==> config.mk <==
export PLATFORM = sky130hd
export DESIGN_NAME = frsp_top
export DESIGN_NICKNAME = d
export VERILOG_FILES = /design/src/frsp_pkg.sv /design/src/frsp_latches.sv /design/src/frsp_timer.sv /design/src/frsp_top.sv
export SDC_FILE = /design/constraint.sdc
export NUM_CORES = 1
export LEC_CHECK = 0
export BUFFER_PORTS_ARGS = -buffer_cell sky130_fd_sc_hd__buf_2
export CORE_ASPECT_RATIO = 1.5
export CORE_MARGIN = 5
export CORE_UTILIZATION = 59
export DETAILED_ROUTE_END_ITERATION = 8
export HOLD_SLACK_MARGIN = 0.05
export PLACE_DENSITY = 0.89
export RECOVER_POWER = 25
export SLEW_MARGIN = 30
export SYNTH_ARGS = -nofsm -noshare
export SYNTH_HDL_FRONTEND = slang
export SYNTH_SLANG_ARGS = --single-unit
==> constraint.sdc <==
create_clock -name clk_sys_in -period 4.1 [get_ports clk_sys_in]
set_input_delay 1.025 -clock clk_sys_in [delete_from_list [all_inputs] [get_ports clk_sys_in]]
set_output_delay 1.025 -clock clk_sys_in [all_outputs]
set_load 0.03 [all_outputs]
==> src/frsp_pkg.sv <==
// Constants, types and shared layouts of the flash row self-programming sequencer.
// Assumes one clock domain; used by frsp_top and its two leaf modules.
package frsp_pkg;

   // ---------------------------------------------------------------
   // Geometry
   // ---------------------------------------------------------------
   localparam int unsigned LATCH_COUNT = 32;
   localparam int unsigned LATCH_SEL_W = 5;
   localparam int unsigned ROW_W       = 10;
   localparam int unsigned WORD_W      = 14;
   localparam logic [13:0] BLANK_WORD  = 14'h3fff;
   localparam int unsigned ROW_SEL_LO  = 5;
   localparam int unsigned ROW_SEL_HI  = 7;

   // ---------------------------------------------------------------
   // Unlock keys
   // ---------------------------------------------------------------
   localparam logic [7:0] KEY_FIRST  = 8'h55;
   localparam logic [7:0] KEY_SECOND = 8'haa;

   // ---------------------------------------------------------------
   // Timing
   // ---------------------------------------------------------------
   localparam int unsigned CLK_PERIOD_NS = 10;
   localparam int unsigned OP_TIME_NS    = 200;
   localparam int unsigned OP_CYCLES     = (OP_TIME_NS + CLK_PERIOD_NS - 1) / CLK_PERIOD_NS;
   localparam int unsigned OP_CNT_W      = 8;

   // ---------------------------------------------------------------
   // Types
   // ---------------------------------------------------------------
   typedef enum logic [1:0] {
      FRSP_IDLE  = 2'b00,
      FRSP_KEY1  = 2'b01,
      FRSP_ARMED = 2'b11
   } frsp_unlock_t;

   typedef enum logic [1:0] {
      FRSP_OP_IDLE  = 2'b00,
      FRSP_OP_PROG  = 2'b01,
      FRSP_OP_ERASE = 2'b11
   } frsp_op_t;

   typedef struct packed {
      logic                     load;
      logic [LATCH_SEL_W-1:0]   sel;
      logic [WORD_W-1:0]        word;
      logic                     blank;
   } frsp_latch_cmd_t;

   typedef struct packed {
      logic              prog;
      logic              erase;
      logic [ROW_W-1:0]  row;
   } frsp_array_req_t;

endpackage : frsp_pkg

==> src/frsp_latches.sv <==
// Row of 32 write latches, blank on reset and on every clear.
// Assumes commands come from logic on the same clock.
`timescale 1ns/1ps
module frsp_latches (
   input  wire logic                                      clk_sys_in,
   input  wire logic                                      nrst_in,
   input  wire frsp_pkg::frsp_latch_cmd_t                 cmd_in,
   output logic [frsp_pkg::LATCH_COUNT*frsp_pkg::WORD_W-1:0] row_out
);
   typedef struct packed {
      logic [frsp_pkg::LATCH_COUNT-1:0][frsp_pkg::WORD_W-1:0] lat;
   } frsp_lat_state_t;

   frsp_lat_state_t s_q;
   frsp_lat_state_t s_d;

   always_comb begin
      s_d = s_q;
      if (cmd_in.blank) begin
         for (int i = 0; i < frsp_pkg::LATCH_COUNT; i++) begin
            s_d.lat[i] = frsp_pkg::BLANK_WORD;
         end
      end else if (cmd_in.load) begin
         s_d.lat[cmd_in.sel] = cmd_in.word;
      end
   end

   always_ff @(posedge clk_sys_in or negedge nrst_in) begin
      if (!nrst_in) begin
         s_q <= {frsp_pkg::LATCH_COUNT{frsp_pkg::BLANK_WORD}};
      end else begin
         s_q <= s_d;
      end
   end

   assign row_out = s_q.lat;
endmodule : frsp_latches

==> src/frsp_timer.sv <==
// Fixed-length busy timer for one array operation.
// Assumes start is a one-cycle pulse on the same clock.
`timescale 1ns/1ps
module frsp_timer (
   input  wire logic clk_sys_in,
   input  wire logic nrst_in,
   input  wire logic start_in,
   output logic      done_out
);
   typedef struct packed {
      logic [frsp_pkg::OP_CNT_W-1:0] cnt;
      logic                          run;
      logic                          done;
   } frsp_tmr_state_t;

   frsp_tmr_state_t s_q;
   frsp_tmr_state_t s_d;

   always_comb begin
      s_d      = s_q;
      s_d.done = 1'b0;
      if (start_in) begin
         s_d.run = 1'b1;
         s_d.cnt = frsp_pkg::OP_CNT_W'(frsp_pkg::OP_CYCLES - 1);
      end else if (s_q.run) begin
         if (s_q.cnt == '0) begin
            s_d.run  = 1'b0;
            s_d.done = 1'b1;
         end else begin
            s_d.cnt = s_q.cnt - 8'h01;
         end
      end
   end

   always_ff @(posedge clk_sys_in or negedge nrst_in) begin
      if (!nrst_in) begin
         s_q <= '0;
      end else begin
         s_q <= s_d;
      end
   end

   assign done_out = s_q.done;
endmodule : frsp_timer

==> src/frsp_top.sv <==
// Flash row self-programming sequencer: address, data and control bits as
// plain ports, unlock check, latch row, array request and CPU stall.
// Assumes register writes are one-cycle strobes from the CPU on clk_sys_in;
// the array answers with a fixed-length busy period.
`timescale 1ns/1ps
module frsp_top (
   input  wire logic                                         clk_sys_in,
   input  wire logic                                         nrst_in,
   input  wire logic                                         addr_high_wr_in,
   input  wire logic                                         addr_low_wr_in,
   input  wire logic                                         word_high_wr_in,
   input  wire logic                                         word_low_wr_in,
   input  wire logic                                         unlock_key_wr_in,
   input  wire logic                                         start_set_in,
   input  wire logic                                         ctrl_wr_in,
   input  wire logic [7:0]                                   wdata_in,
   input  wire logic                                         write_enable_bit_in,
   input  wire logic                                         erase_select_in,
   input  wire logic                                         latch_only_load_in,
   input  wire logic                                         config_space_select_in,
   input  wire logic                                         mem_op_irq_enable_in,
   input  wire logic                                         mem_op_irq_clear_in,
   input  wire logic                                         code_protect_in,
   input  wire logic                                         row_protect_in,
   output logic [6:0]                                        flash_addr_high_out,
   output logic [7:0]                                        flash_addr_low_out,
   output logic [5:0]                                        flash_word_high_out,
   output logic [7:0]                                        flash_word_low_out,
   output logic                                              write_start_out,
   output logic                                              cpu_stall_out,
   output logic                                              mem_op_irq_flag_out,
   output logic                                              mem_op_irq_out,
   output logic                                              array_prog_out,
   output logic                                              array_erase_out,
   output logic [frsp_pkg::ROW_W-1:0]                        array_row_out,
   output logic [frsp_pkg::LATCH_COUNT*frsp_pkg::WORD_W-1:0] array_data_out
);

   // ---------------------------------------------------------------
   // State
   // ---------------------------------------------------------------
   typedef struct packed {
      logic [6:0]                 addr_high;
      logic [7:0]                 addr_low;
      logic [5:0]                 word_high;
      logic [7:0]                 word_low;
      frsp_pkg::frsp_unlock_t     unlock;
      frsp_pkg::frsp_op_t         op;
      logic                       start;
      logic                       stall;
      logic                       irq_flag;
      logic                       irq;
      frsp_pkg::frsp_array_req_t  req;
      frsp_pkg::frsp_latch_cmd_t  lcmd;
      logic                       tmr_go;
   } frsp_state_t;

   frsp_state_t s_q;
   frsp_state_t s_d;
   logic        op_done;
   logic [frsp_pkg::ROW_W-1:0] row_sel;

   // Row from high 6:0 and low 7:5; latch index never touches it
   assign row_sel = {s_q.addr_high,
                     s_q.addr_low[frsp_pkg::ROW_SEL_HI:frsp_pkg::ROW_SEL_LO]};

   // ---------------------------------------------------------------
   // Next state
   // ---------------------------------------------------------------
   always_comb begin
      s_d        = s_q;
      s_d.lcmd   = '0;
      s_d.tmr_go = 1'b0;

      // Register loads are refused while an operation runs
      if (s_q.op == frsp_pkg::FRSP_OP_IDLE) begin
         if (addr_high_wr_in) s_d.addr_high = wdata_in[6:0];
         if (addr_low_wr_in)  s_d.addr_low  = wdata_in;
         if (word_high_wr_in) s_d.word_high = wdata_in[5:0];
         if (word_low_wr_in)  s_d.word_low  = wdata_in;
      end

      // Unlock tracker: a wrong key, a control write or a start write breaks the key sequence; address and word writes do not
      unique case (s_q.unlock)
         frsp_pkg::FRSP_IDLE: begin
            if (unlock_key_wr_in && wdata_in == frsp_pkg::KEY_FIRST) begin
               s_d.unlock = frsp_pkg::FRSP_KEY1;
            end
         end
         frsp_pkg::FRSP_KEY1: begin
            if (unlock_key_wr_in && wdata_in == frsp_pkg::KEY_SECOND) begin
               s_d.unlock = frsp_pkg::FRSP_ARMED;
            end else if (unlock_key_wr_in || ctrl_wr_in || start_set_in) begin
               s_d.unlock = frsp_pkg::FRSP_IDLE;
            end
         end
         frsp_pkg::FRSP_ARMED: begin
            if (start_set_in || unlock_key_wr_in || ctrl_wr_in) begin
               s_d.unlock = frsp_pkg::FRSP_IDLE;
            end
         end
         default: s_d.unlock = frsp_pkg::FRSP_IDLE;
      endcase

      // Start only after both keys with no key, control or start write between, with writes enabled
      if (start_set_in && s_q.unlock == frsp_pkg::FRSP_ARMED
          && write_enable_bit_in && !config_space_select_in
          && s_q.op == frsp_pkg::FRSP_OP_IDLE) begin
         if (code_protect_in) begin
            s_d.start = 1'b0;
         end else if (erase_select_in) begin
            if (row_protect_in) begin
               s_d.start = 1'b0;
            end else begin
               s_d.start     = 1'b1;
               s_d.stall     = 1'b1;
               s_d.op        = frsp_pkg::FRSP_OP_ERASE;
               s_d.req.erase = 1'b1;
               s_d.req.row   = row_sel;
               s_d.tmr_go    = 1'b1;
            end
         end else if (latch_only_load_in) begin
            s_d.lcmd.load = 1'b1;
            s_d.lcmd.sel  = s_q.addr_low[frsp_pkg::LATCH_SEL_W-1:0];
            s_d.lcmd.word = {s_q.word_high, s_q.word_low};
         end else begin
            // Whole latch row, no pre-erase
            s_d.lcmd.load = 1'b1;
            s_d.lcmd.sel  = s_q.addr_low[frsp_pkg::LATCH_SEL_W-1:0];
            s_d.lcmd.word = {s_q.word_high, s_q.word_low};
            s_d.start     = 1'b1;
            s_d.stall     = 1'b1;
            s_d.op        = frsp_pkg::FRSP_OP_PROG;
            s_d.req.prog  = 1'b1;
            s_d.req.row   = row_sel;
            s_d.tmr_go    = 1'b1;
         end
      end

      // Completion
      if (op_done && s_q.op != frsp_pkg::FRSP_OP_IDLE) begin
         s_d.start      = 1'b0;
         s_d.stall      = 1'b0;
         s_d.req.prog   = 1'b0;
         s_d.req.erase  = 1'b0;
         s_d.lcmd.blank = 1'b1;
         s_d.op         = frsp_pkg::FRSP_OP_IDLE;
         if (s_q.op == frsp_pkg::FRSP_OP_ERASE) begin
            s_d.irq_flag = 1'b1;
         end
      end else if (mem_op_irq_clear_in) begin
         s_d.irq_flag = 1'b0;
      end

      s_d.irq = s_d.irq_flag && mem_op_irq_enable_in;
   end

   // ---------------------------------------------------------------
   // Registers
   // ---------------------------------------------------------------
   always_ff @(posedge clk_sys_in or negedge nrst_in) begin
      if (!nrst_in) begin
         s_q <= '0;
      end else begin
         s_q <= s_d;
      end
   end

   // ---------------------------------------------------------------
   // Leaves
   // ---------------------------------------------------------------
   frsp_latches u_latches (
      .clk_sys_in (clk_sys_in),
      .nrst_in    (nrst_in),
      .cmd_in     (s_q.lcmd),
      .row_out    (array_data_out)
   );

   frsp_timer u_timer (
      .clk_sys_in (clk_sys_in),
      .nrst_in    (nrst_in),
      .start_in   (s_q.tmr_go),
      .done_out   (op_done)
   );

   // ---------------------------------------------------------------
   // Outputs
   // ---------------------------------------------------------------
   assign flash_addr_high_out = s_q.addr_high;
   assign flash_addr_low_out  = s_q.addr_low;
   assign flash_word_high_out = s_q.word_high;
   assign flash_word_low_out  = s_q.word_low;
   assign write_start_out     = s_q.start;
   assign cpu_stall_out       = s_q.stall;
   assign mem_op_irq_flag_out = s_q.irq_flag;
   assign mem_op_irq_out      = s_q.irq;
   assign array_prog_out      = s_q.req.prog;
   assign array_erase_out     = s_q.req.erase;
   assign array_row_out       = s_q.req.row;

endmodule : frsp_top

==> metrics.md, run 1 <==
| Metric | Value |
|---|---|
| Status | `complete, but fails checks` |
| Violated checks | `capacitance limit, slew limit` |
| Number of synthesized flops with an enable pin | `0` |
| Crit path launch type | `input port` |
| Critical path's slowest cell | `clkbuf_2` |
| DP Wirelength | `between 40 and 50 mm` |
| Pre-antenna DRT Iters | `6` |
| Remaining global-route overflow | `0` |
| TritonCTS clock tree | `done` |
| Synth async-reset ratio | `100%` |
| Total track usage | `33.7%` |
| Worst-path cell chain | `clkbuf_2, clkbuf_1` |
| Tmin final | `2.97 ns` |
| Final setup fails | `0` |
| Largest net degree at the start of global routing | `between 100 and 150` |
| Critical path arrival | `3.46 ns` |
| Seq/Total Area, Yosys | `about three fifths` |
| Area leader, netlist | `dfstp_2` |
| N_diodes | `0` |
| Clock Latency Late Sink | `between 0.5 and 0.6 ns` |
| Seq pwr share | `51.0%` |
| Cts hold-fix bufs | `0` |
| Worst-Margin Slew | `a little under 2 ns` |
| CTS Buf Count | `50` |
| PwrDens | `379 nW/um^2` |
| CP required | `4.59 ns` |
| Final-layout fill cell count | `2549` |
| CP Buf/Inv Count | `2` |
| Syn. warnings | `0` |
| Synth top area cells | `dfstp_2, a211o_1, and3_1, dfrtp_1, clkbuf_1` |
| Clk_skew | `0.0195 ns` |
| GPL Wtd Cong | `0.887` |
| Max-cap viol count | `1` |
| Switching share of power | `21.8%` |
| Initial core utilization | `59.8%` |
| WL final | `75.7 mm` |
| CTS Root Cell | `clkbuf_16` |
| Pint | `8.11 mW` |
| #FFs+latches synth | `528` |
| Share of the synthesized area in the top cell type | `50.9%` |
| Combinational Power Share | `approximately 2.7%` |
| Post-DRT Antenna Nets | `0` |
| FP Rows | `88` |
| Max incr delay on CP | `1.37 ns` |
| Area of the core | `38600 um^2` |
| Fin. max-slew vios | `65` |
| Post-synth design cell area | `23100 um^2` |
| Vias post-DR | `between 15000 and 20000` |
| Die Span X | `around 170 um` |
| CTS Buffer Depth | `3` |
| Slew margin rel. | `-31.1%` |
| Unique cell type count in the Yosys netlist | `51` |
| Final Power | `10.4 mW` |
| Clk pwr share | `46.3%` |
| Clock-pin slew on the worst setup and hold paths | `0.07 ns` |
| HP Class | `reg2reg` |
| NetSw | `2.26 mW` |
| Synthesis-to-layout area growth | `18.3%` |
| Placement Setup Slack | `approximately 1.5 ns` |
| Net count after synthesis | `1915` |
| CTS Sinks | `roughly 530` |
| Post-route setup TNS | `0 ns` |
| Unrepaired setup endpoints after global routing | `false` |
| I/O pin cnt | `518` |
| Dpl cells | `2676` |
| Routed WL per cell | `approximately 27 um` |
| Cells after Synth | `1889` |
| Period utilization | `72.4%` |
| Util after Layout | `70.7%` |
| Post-layout nets | `2260` |
| Vias in the first global route | `about 19000` |
| Crit-path leading delay family | `buffers and inverters` |
| Crit. End Element | `async pin` |
| Non-filler instance count after layout | `2771` |
| First DRT Iteration DRCs | `2238` |
| Crit Path Max Fanout | `68` |
| Final hold violation count | `0` |
| Kind of critical path | `in2async` |
| Share of cells above drive strength 1 | `50.6%` |
| First-pass GRT wire length | `114 mm` |
| Synth Flop Type | `dfstp_2` |
| Routed vias/inst | `6.77` |
| Remaining DRCs | `0` |
| Worst VDD drop | `365 uV` |
| Antenna violations before repair | `0` |
| Pleak | `17.9 nW` |
| Post-CTS setup buffers | `0` |
| Post_cts resized | `0` |
| Fmax | `0.337 GHz` |
| Syn avg cell area | `12.2 um^2` |
| I/O Buffers | `517` |
| Reg2Reg Setup Slack | `1.46 ns` |
| Die area | `43300 um^2` |
| Worst Slack Setup Final | `1.13 ns` |
| H-Tree Depth | `2` |
| Die H | `252 um` |
## registers in the layout (all words and copies together), names as in the netlist
register and cells:
flash_word_high_out 6, array_row_out 10, flash_word_low_out 8, flash_addr_high_out 7, write_start_out 1, u_latches.row_out 448, mem_op_irq_out 1, array_prog_out 1
s_q 26, u_timer.s_q 9, flash_addr_low_out 8, mem_op_irq_flag_out 1, array_erase_out 1, u_timer.done_out 1
## cell usage after synthesis (3+ instances only)
library cell	count
and3_1	450
a211o_1	448
dfstp_2	448
clkbuf_1	199
dfrtp_1	80
buf_4	39
mux2_2	39
nand2_1	39
buf_2	36
and2_1	23
nor2_1	9
inv_1	7
and3b_1	6
nor4bb_1	6
o21ai_0	6
a21oi_1	3
mux2i_1	3
nor2b_1	3
nor3b_2	3
o21a_1	3
## worst reg2reg max path, delay by kind of cell (launching register included)
kind / cells / cell delay, ns
and+or+nand+nor: 2 / 1.10
DFF: 1 / 0.57
buffers and inverters: 1 / 0.45
AOI/OAI and AO/OA: 1 / 0.43
## through the flow
step	area (um^2)	hold WS [ns]
after floorplan	23100	0.446
after global placement	25600	0.484
after detailed placement	25600	0.490
after CTS	27300	0.508
after global routing	27300	0.521
final	27300	0.501
## logic make-up after synthesis
family          synth area share [%]
simple gates                    15.0
flops                           59.6
compound gates                  17.8
buf+inv                         5.50
mux                             2.08
fa+ha+maj                     0.0974
## cells in the final DEF, fill, tap and decap left out, types with 4 or more instances in the layout
cell type,Yosys,final
a211o_1,448,448
and2_1,23,23
and3_1,450,449
and3b_1,6,4
buf_12,0,7
buf_2,36,515
buf_4,39,43
bufinv_16,0,4
clkbuf_1,199,11
clkbuf_16,0,53
clkbuf_8,0,9
clkinv_2,0,12
clkinvlp_4,0,5
dfrtp_1,80,78
dfstp_2,448,448
inv_1,7,7
mux2_2,39,39
nand2_1,39,39
nor2_1,9,9
nor4bb_1,6,6
o21ai_0,6,6
## per-layer routing
metal,vias up,share of wire [%],track usage (%),routed length (um)
met4,0,7.6,20.6,5770
met1,9480,35,42.4,26400
met2,1284,47,52.9,35700
met3,328,10,7.60,7850
li1,7667,-,-,-
met5,-,0,0,0
## cell type report
class	instances	area (um^2)	area share [%]
Clock inverter	23	230	0.842
Tap cell	495	619	2.27
Clock buffer	71	1480	5.43
Multi-Input combinational cell	1077	8120	29.7
Inverter	7	26.3	0.0961
Timing Repair Buffer	570	3090	11.3
Sequential cell	528	13800	50.4
## power groups by stage
stage                     clock network, mW  logic [mW]  registers (mW)
final                                  4.81       0.277            5.29
after detailed placement                  0       0.282            5.37
after CTS                              4.85       0.283            5.29
after floorplan                           0       0.146            5.36
after global routing                   5.07       0.304            5.29
after global placement                    0       0.275            5.36
## worst paths after layout
path                                                    from                                  to  depth (start not counted)
max                                                  nrst_in                    s_q[2]$_DFF_PN0_                          2
min                        flash_addr_low_out[0]$_DFFE_PN0P_                   s_q[16]$_DFF_PN0_                          1
max reg2reg                                s_q[19]$_DFF_PN0_  u_latches.row_out[177]$_DFFE_PN1P_                          4
min reg2reg                flash_addr_low_out[0]$_DFFE_PN0P_                   s_q[16]$_DFF_PN0_                          1
max in group clk_sys_in                    s_q[19]$_DFF_PN0_  u_latches.row_out[177]$_DFFE_PN1P_                          4
min in group asynchronous                            nrst_in   u_latches.row_out[79]$_DFFE_PN1P_                          1
No activity file was read; power rests on OpenSTA's default activity.
==> run 2: changes to the inputs <==
--- a/config.mk
+++ b/config.mk
@@ -8,10 +8,10 @@
 export BUFFER_PORTS_ARGS = -buffer_cell sky130_fd_sc_hd__buf_2
 export CORE_ASPECT_RATIO = 1.5
 export CORE_MARGIN = 5
-export CORE_UTILIZATION = 59
+export CORE_UTILIZATION = 49
 export DETAILED_ROUTE_END_ITERATION = 8
 export HOLD_SLACK_MARGIN = 0.05
-export PLACE_DENSITY = 0.89
+export PLACE_DENSITY = 0.79
 export RECOVER_POWER = 25
 export SLEW_MARGIN = 30
 export SYNTH_ARGS = -nofsm -noshare
==> constraint.sdc (replaced) <==
create_clock -name clk_sys_in -period 2.73 [get_ports clk_sys_in]
set_input_delay 0.6825 -clock clk_sys_in [delete_from_list [all_inputs] [get_ports clk_sys_in]]
set_output_delay 0.6825 -clock clk_sys_in [all_outputs]
set_load 0.03 [all_outputs]
==> run 2 against run 1 <==
Against the previous run:
- sequential cell count stayed put
- sequential share of layout area decreased by 0.66 points
- cell area increased by 1.4%
- first-iteration DRC count down 19%
- die area grew 19%
- worst setup slack got worse by 0.78 ns
- core utilization decreased by 11 points
- the flow still finishes with violations (capacitance limit, slew limit)
- final cell count grew 4.5%
- critical endpoint is now u_latches.row_out[407]$_DFFE_PN1P_
- global-route usage fell by 4.8 points
- wire length rose by 2.8%
- worst hold slack worse by 0.13 ns
==> metrics.md, run 2 (synthesized netlist as in run 1, its figures left out) <==
| Metric | Value |
|---|---|
| I/O pin cnt | `518` |
| Cts hold-fix bufs | `0` |
| CTS Root Cell | `clkbuf_16` |
| Crit. End Element | `flip-flop` |
| Most frequent cells in the layout | `buf_2, and3_1, a211o_1, dfstp_2, dfrtp_1` |
| Non-filler instance count after layout | `between 2000 and 3000` |
| PwrDens | `563 nW/um^2` |
| Die area | `51700 um^2` |
| Violated checks | `capacitance limit, slew limit` |
| Crit path launch type | `flip-flop` |
| RR Startpoint | `s_q[20]$_DFF_PN0_` |
| FF-to-FF path depth | `4` |
| Routed WL per cell | `26.9 um` |
| Area of the core | `46700 um^2` |
| TritonCTS clock tree | `done` |
| Hold depth | `2` |
| Crit Path Max Fanout | `41` |
| First DRT Iteration DRCs | `1820` |
| Final-layout fill cell count | `3701` |
| Kind of critical path | `reg2reg` |
| Antenna violations before repair | `3` |
| Clock-pin slew on the worst setup and hold paths | `around 0.060 ns` |
| Unrepaired setup endpoints after global routing | `false` |
| Final Power | `15.6 mW` |
| Post-route setup TNS | `0 ns` |
| Period utilization | `86.9%` |
| Critical path's slowest cell | `dfrtp_1` |
| DP Wirelength | `51.4 mm` |
| Worst-path cell chain | `and3_1, buf_4, nand2_1, a211o_1` |
| Fin area | `27700 um^2` |
| HP Class | `in2reg` |
| First-pass GRT wire length | `118 mm` |
| Largest net degree at the start of global routing | `roughly 70` |
| Status | `complete, but fails checks` |
| Dpl cells | `~2800` |
| CTS Buf Count | `50` |
| Remaining global-route overflow | `0` |
| FP Rows | `97` |
| Total track usage | `28.9%` |
| Post_cts resized | `0` |
| Pleak | `18.0 nW` |
| Clk pwr share | `between 40% and 50%` |
| Reg2reg end | `u_latches.row_out[407]$_DFFE_PN1P_` |
| H-Tree Depth | `2` |
| Fin. max-slew vios | `64` |
| I/O Buffers | `517` |
| Clk_skew | `0.0119 ns` |
| Seq pwr share | `just over 50%` |
| Max-cap viol count | `1` |
| Routed vias/inst | `around 6.4` |
| CTS Sinks | `528` |
| Area after DPL | `26000 um^2` |
| Post-layout nets | `2289` |
| Synthesis-to-layout area growth | `19.9%` |
| Die Span X | `187 um` |
| Worst-Margin Slew | `~2.0 ns` |
| Switching share of power | `21.5%` |
| Area of the multi-input gates | `8120 um^2` |
| GPL Wtd Cong | `0.839` |
| Vias in the first global route | `between 15000 and 20000` |
| Die H | `276 um` |
| Hold_sp | `mem_op_irq_enable_in` |
| Worst VDD drop | `548 uV` |
| Initial core utilization | `49.5%` |
| Pre-antenna DRT Iters | `5` |
| Fmax | `0.421 GHz` |
| Combinational Power Share | `2.7%` |
| WL final | `about 78 mm` |
| Pint | `roughly 12 mW` |
| Remaining DRCs | `0` |
| Clock Latency Late Sink | `0.56 ns` |
| Reg2Reg Setup Slack | `around 0.36 ns` |
| Hold EP | `mem_op_irq_out$_DFF_PN0_` |
| Slew margin rel. | `-30.0%` |
| Critical path arrival | `2.86 ns` |
| NetSw | `3.36 mW` |
| Post-DRT Antenna Nets | `0` |
| CTS Buffer Depth | `3` |
| Share of cells above drive strength 1 | `between 50 and 60%` |
| Post-CTS setup buffers | `0` |
| Final hold violation count | `0` |
| Most common cell after layout, fill and taps aside | `buf_2` |
| Vias post-DR | `between 15000 and 20000` |
| Tmin final | `between 2 and 2.5 ns` |
| Final setup fails | `0` |
| Util after Layout | `between 50% and 60%` |
| Seq. cell area | `13800 um^2` |
| Max FFs per register | `~450` |
| CP required | `3.22 ns` |
| Max incr delay on CP | `0.57 ns` |
==> run 2: cell types whose count changed in the layout (fill, tap and decap cells not counted), sizes merged, moves of 3 or more <==
| cell | previous run | this run |
|---|---|---|
| buf | 566 | 591 |
| clkbuf | 75 | 89 |
| clkinv | 13 | 5 |
| clkinvlp | 5 | 2 |
==> run 2: worst max path at each step <==
stage | startpoint | end | slack [ns] | cells past startpoint
2_1_floorplan | code_protect_in | array_row_out[2]$_DFFE_PN0P_ | 0.90 | 4
3_3_place_gp | s_q[19]$_DFF_PN0_ | u_latches.row_out[392]$_DFFE_PN1P_ | 0.41 | 4
3_5_place_dp | s_q[19]$_DFF_PN0_ | u_latches.row_out[412]$_DFFE_PN1P_ | 0.36 | 4
4_1_cts | s_q[19]$_DFF_PN0_ | u_latches.row_out[407]$_DFFE_PN1P_ | 0.37 | 4
5_1_grt | s_q[19]$_DFF_PN0_ | u_latches.row_out[416]$_DFFE_PN1P_ | 0.16 | 4
6_report | s_q[20]$_DFF_PN0_ | u_latches.row_out[407]$_DFFE_PN1P_ | 0.36 | 4
==> run 2: power by group through the flow <==
| stage | sequential (mW) | clock, mW | combinational, mW |
|---|---|---|---|
| after floorplan | 8.05 | 0 | 0.220 |
| after global placement | 8.06 | 0 | 0.422 |
| after detailed placement | 8.06 | 0 | 0.433 |
| after CTS | 7.94 | 7.36 | 0.434 |
| after global routing | 7.95 | 7.68 | 0.459 |
| final | 7.94 | 7.25 | 0.416 |
==> run 2: layout make-up <==
class	count	area share [%]
tap	594	2.68
clock buffer	81	5.71
inverter	7	0.0948
multi-input combinational	1077	29.3
antenna	1	0.00903
clock inverter	10	0.469
sequential	528	49.7
timing repair buffer	599	12.0
==> run 2: worst max-delay path, delay by kind of cell (launching register included) <==
family | cells | cell delay, ns
compound gates | 1 | 0.41
buf+inv | 1 | 0.40
flops | 1 | 0.57
simple gates | 2 | 0.91
==> run 2: routing by layer <==
metal	GRT usage [%]	up-vias	routed length [um]
li1	-	7717	-
met1	35.5	9384	28200
met2	46.8	1062	37600
met3	5.54	294	6530
met4	18.3	0	5480
met5	0	-	0
==> run 2: stage by stage <==
stage | setup slack [ns] | hold slack (ns)
floorplan | 0.903 | 0.387
global placement | 0.410 | 0.481
detailed placement | 0.358 | 0.474
CTS | 0.366 | 0.116
global route | 0.159 | 0.369
finish | 0.357 | 0.369
==> run 3: changes to the inputs <==
--- a/config.mk
+++ b/config.mk
@@ -5,13 +5,14 @@
 export SDC_FILE = /design/constraint.sdc
 export NUM_CORES = 1
 export LEC_CHECK = 0
+export ABC_AREA = 1
 export BUFFER_PORTS_ARGS = -buffer_cell sky130_fd_sc_hd__buf_2
 export CORE_ASPECT_RATIO = 1.5
 export CORE_MARGIN = 5
 export CORE_UTILIZATION = 49
 export DETAILED_ROUTE_END_ITERATION = 8
 export HOLD_SLACK_MARGIN = 0.05
-export PLACE_DENSITY = 0.79
+export PLACE_DENSITY = 0.8
 export RECOVER_POWER = 25
 export SLEW_MARGIN = 30
 export SYNTH_ARGS = -nofsm -noshare
==> run 3 against run 2 <==
Against the previous run:
- the flow still finishes with violations (capacitance limit, slew limit)
- cell area shrank 4.5%
- core utilization grew 1.0 points
- count of clock-buffer cells in the layout shrank 7
- largest power group unchanged
==> metrics.md, run 3 <==
| Metric | Value |
|---|---|
| I/O pin cnt | `518` |
| Crit Path Max Fanout | `77` |
| Worst VDD drop | `529 uV` |
| Hold WS | `between 0.3 and 0.4 ns` |
| Most frequent cells in the layout | `buf_2, nand2_1, inv_1` |
| Crit path launch type | `input port` |
| I/O Buffers | `517` |
| Net count after synthesis | `2360` |
| Clock-pin slew on the worst setup and hold paths | `0.06 ns` |
| Syn avg cell area | `9.31 um^2` |
| Area of the core | `43900 um^2` |
| Cts hold-fix bufs | `0` |
| Share of the synthesized area in the top cell type | `between 50% and 60%` |
| Remaining DRCs | `0` |
| Fin. max-slew vios | `63` |
| Antenna violations before repair | `0` |
| CTS Sinks | `around 530` |
| Synth async-reset ratio | `100%` |
| FF-to-FF path depth | `5` |
| Syn. warnings | `0` |
| Number of synthesized flops with an enable pin | `0` |
| Worst Setup SP | `nrst_in` |
| Post-synth design cell area | `21700 um^2` |
| RR Startpoint | `s_q[38]$_DFFE_PN0P_` |
| Seq/Total Area, Yosys | `63.4%` |
| CTS Buffer Depth | `3` |
| Combinational Power Share | `2.8%` |
| Switching share of power | `a little over a fifth` |
| Unrepaired setup endpoints after global routing | `false` |
| Post-layout nets | `2819` |
| CTS Buf Count | `47` |
| Reg2Reg Setup Slack | `0.63 ns` |
| Clk_skew | `0.0158 ns` |
| Final hold violation count | `0` |
| Kind of critical path | `in2async` |
| Max FFs per register | `448` |
| Dpl cells | `about 3300` |
| Reg2reg end | `s_q[4]$_DFF_PN0_` |
| Pint | `11.9 mW` |
| Cells after Synth | `2334` |
| Die H | `268 um` |
| H-Tree Depth | `2` |
| Worst-Margin Slew | `1.95 ns` |
| Max-cap viol count | `1` |
| CP required | `3.34 ns` |
| Tmin final | `2.17 ns` |
| Area leader, netlist | `dfstp_2` |
| Unique cell type count in the Yosys netlist | `29` |
| Initial core utilization | `49.5%` |
| Largest net degree at the start of global routing | `85` |
| Crit. End Element | `async pin` |
| N_diodes | `0` |
| Synthesis-to-layout area growth | `21.8%` |
| #FFs+latches synth | `roughly 530` |
| WL final | `68.5 mm` |
| Post-CTS setup buffers | `0` |
| NetSw | `3.28 mW` |
| Worst Slack Setup Final | `about 0.56 ns` |
| First-pass GRT wire length | `a little over 100 mm` |
| First DRT Iteration DRCs | `1470` |
| Synth top area cells | `dfstp_2, o21ai_0, dfrtp_1, nand2_1, inv_1` |
| Vias post-DR | `17734` |
| Die area | `between 40000 and 50000 um^2` |
| Vias in the first global route | `18011` |
| Clk pwr share | `44.9%` |
| Placement Setup Slack | `0.522 ns` |
| Final setup fails | `0` |
| Max incr delay on CP | `1.34 ns` |
| Post-route setup TNS | `0 ns` |
| CP Buf/Inv Count | `2` |
| Crit-path leading delay family | `buffers and inverters` |
| Critical path arrival | `2.78 ns` |
| TritonCTS clock tree | `done` |
| FP Rows | `94` |
| Fmax | `roughly 0.46 GHz` |
| Pleak | `15.2 nW` |
| Most common cell in the netlist | `nand2_1` |
| Worst-path cell chain | `clkbuf_2, buf_6` |
| Critical path's slowest cell | `clkbuf_2` |
| HP Class | `in2reg` |
| Post_cts resized | `0` |
| Clock Latency Late Sink | `0.56 ns` |
| Non-filler instance count after layout | `3406` |
| Period utilization | `about four fifths` |
| GPL Wtd Cong | `0.886` |
| Total track usage | `27.1%` |
| Worst setup path end | `mem_op_irq_flag_out$_DFF_PN0_` |
| Most instantiated cells after synthesis | `nand2_1, inv_1, dfstp_2, o21ai_0, nor2_1` |
| Die Span X | `between 150 and 200 um` |
| Status | `complete, but fails checks` |
| CTS Root Cell | `clkbuf_16` |
| Routed vias/inst | `about 5.2` |
| PwrDens | `574 nW/um^2` |
| Violated checks | `capacitance limit, slew limit` |
| DP Wirelength | `between 40 and 50 mm` |
| Synth Flop Type | `dfstp_2` |
| Most common cell after layout, fill and taps aside | `buf_2` |
| Pre-antenna DRT Iters | `6` |
| Slew margin rel. | `-29.8%` |
| Logic depth of the worst path, buffers included | `2` |
| Post-DRT Antenna Nets | `0` |
| Routed WL per cell | `20.1 um` |
| Share of cells above drive strength 1 | `40.5%` |
| Seq pwr share | `52.3%` |
| Remaining global-route overflow | `0` |
-- run 3: changes by cell type after synthesis, sizes merged, moves of 23 or more --
cell | before | now
and2 | 23 | 0
nor2 | 9 | 124
inv | 7 | 459
and3 | 450 | 0
mux2 | 40 | 0
clkbuf | 199 | 72
o21ai | 7 | 453
nand2 | 39 | 502
a211o | 448 | 0
nand3 | 1 | 26
a21oi | 3 | 63
-- run 3: cell families after synthesis --
kind of cell	after synthesis	share of synthesized area, %
simple gates	666	12.1
buf+inv	620	11.8
flops	528	63.4
compound gates	518	12.6
xor+xnor	1	0.0403
fa+ha+maj	1	0.0576
-- run 3: area by class of cell --
class	count	area (um^2)
fillers	3548	17400
repair buffers	570	3110
well taps	576	721
multi-input cells	1186	5540
clock buffers	74	1450
flip-flops and latches	528	13800
inverters	460	1730
clock inverters	12	149
-- run 3: how the worst min path moves through the flow --
| stage | startpoint | end | slack (ns) | cells past startpoint |
|---|---|---|---|---|
| floorplan | nrst_in | array_erase_out$_DFFE_PN0P_ | 0.39 | 0 |
| global placement | array_row_out[3]$_DFFE_PN0P_ | array_row_out[3]$_DFFE_PN0P_ | 0.46 | 2 |
| detailed placement | array_row_out[5]$_DFFE_PN0P_ | array_row_out[5]$_DFFE_PN0P_ | 0.46 | 2 |
| CTS | nrst_in | flash_word_high_out[2]$_DFFE_PN0P_ | 0.11 | 1 |
| global route | ctrl_wr_in | s_q[41]$_DFFE_PN0P_ | 0.31 | 2 |
| finish | ctrl_wr_in | s_q[41]$_DFFE_PN0P_ | 0.33 | 2 |
-- run 3: worst reg2reg max path, stage by stage, from the launching register on --
cell and delay (ns):
dfrtp_1 0.43, nor2_1 0.44, nand2_1 0.14, nor3_1 0.25
nand2_1 0.44, nor2_1 0.29
-- run 3: metrics by stage --
stage | total power [mW] | instance area [um^2] | utilization, %
6_report | 15.2 | 26500 | 60.3
5_1_grt | 15.6 | 26500 | 60.3
2_1_floorplan | 8.26 | 21700 | -
4_1_cts | 15.3 | 26500 | 60.3
3_5_place_dp | 8.50 | 24900 | 56.7
3_3_place_gp | 8.49 | 24900 | 56.7
-- run 3: routing by layer --
| metal | GRT usage, % | share of wire, % |
|---|---|---|
| met1 | 31.8 | 36 |
| met2 | 46.8 | 50 |
| met3 | 4.56 | 7.1 |
| met4 | 16.2 | 7.2 |
| met5 | 0 | 0 |
-- run 3: power by group through the flow --
stage	Combinational (mW)	Sequential (mW)	Clock (mW)
final	0.420	7.95	6.83
after global routing	0.468	7.95	7.23
after CTS	0.437	7.95	6.94
after detailed placement	0.435	8.07	0
after global placement	0.421	8.07	0
after floorplan	0.212	8.05	0
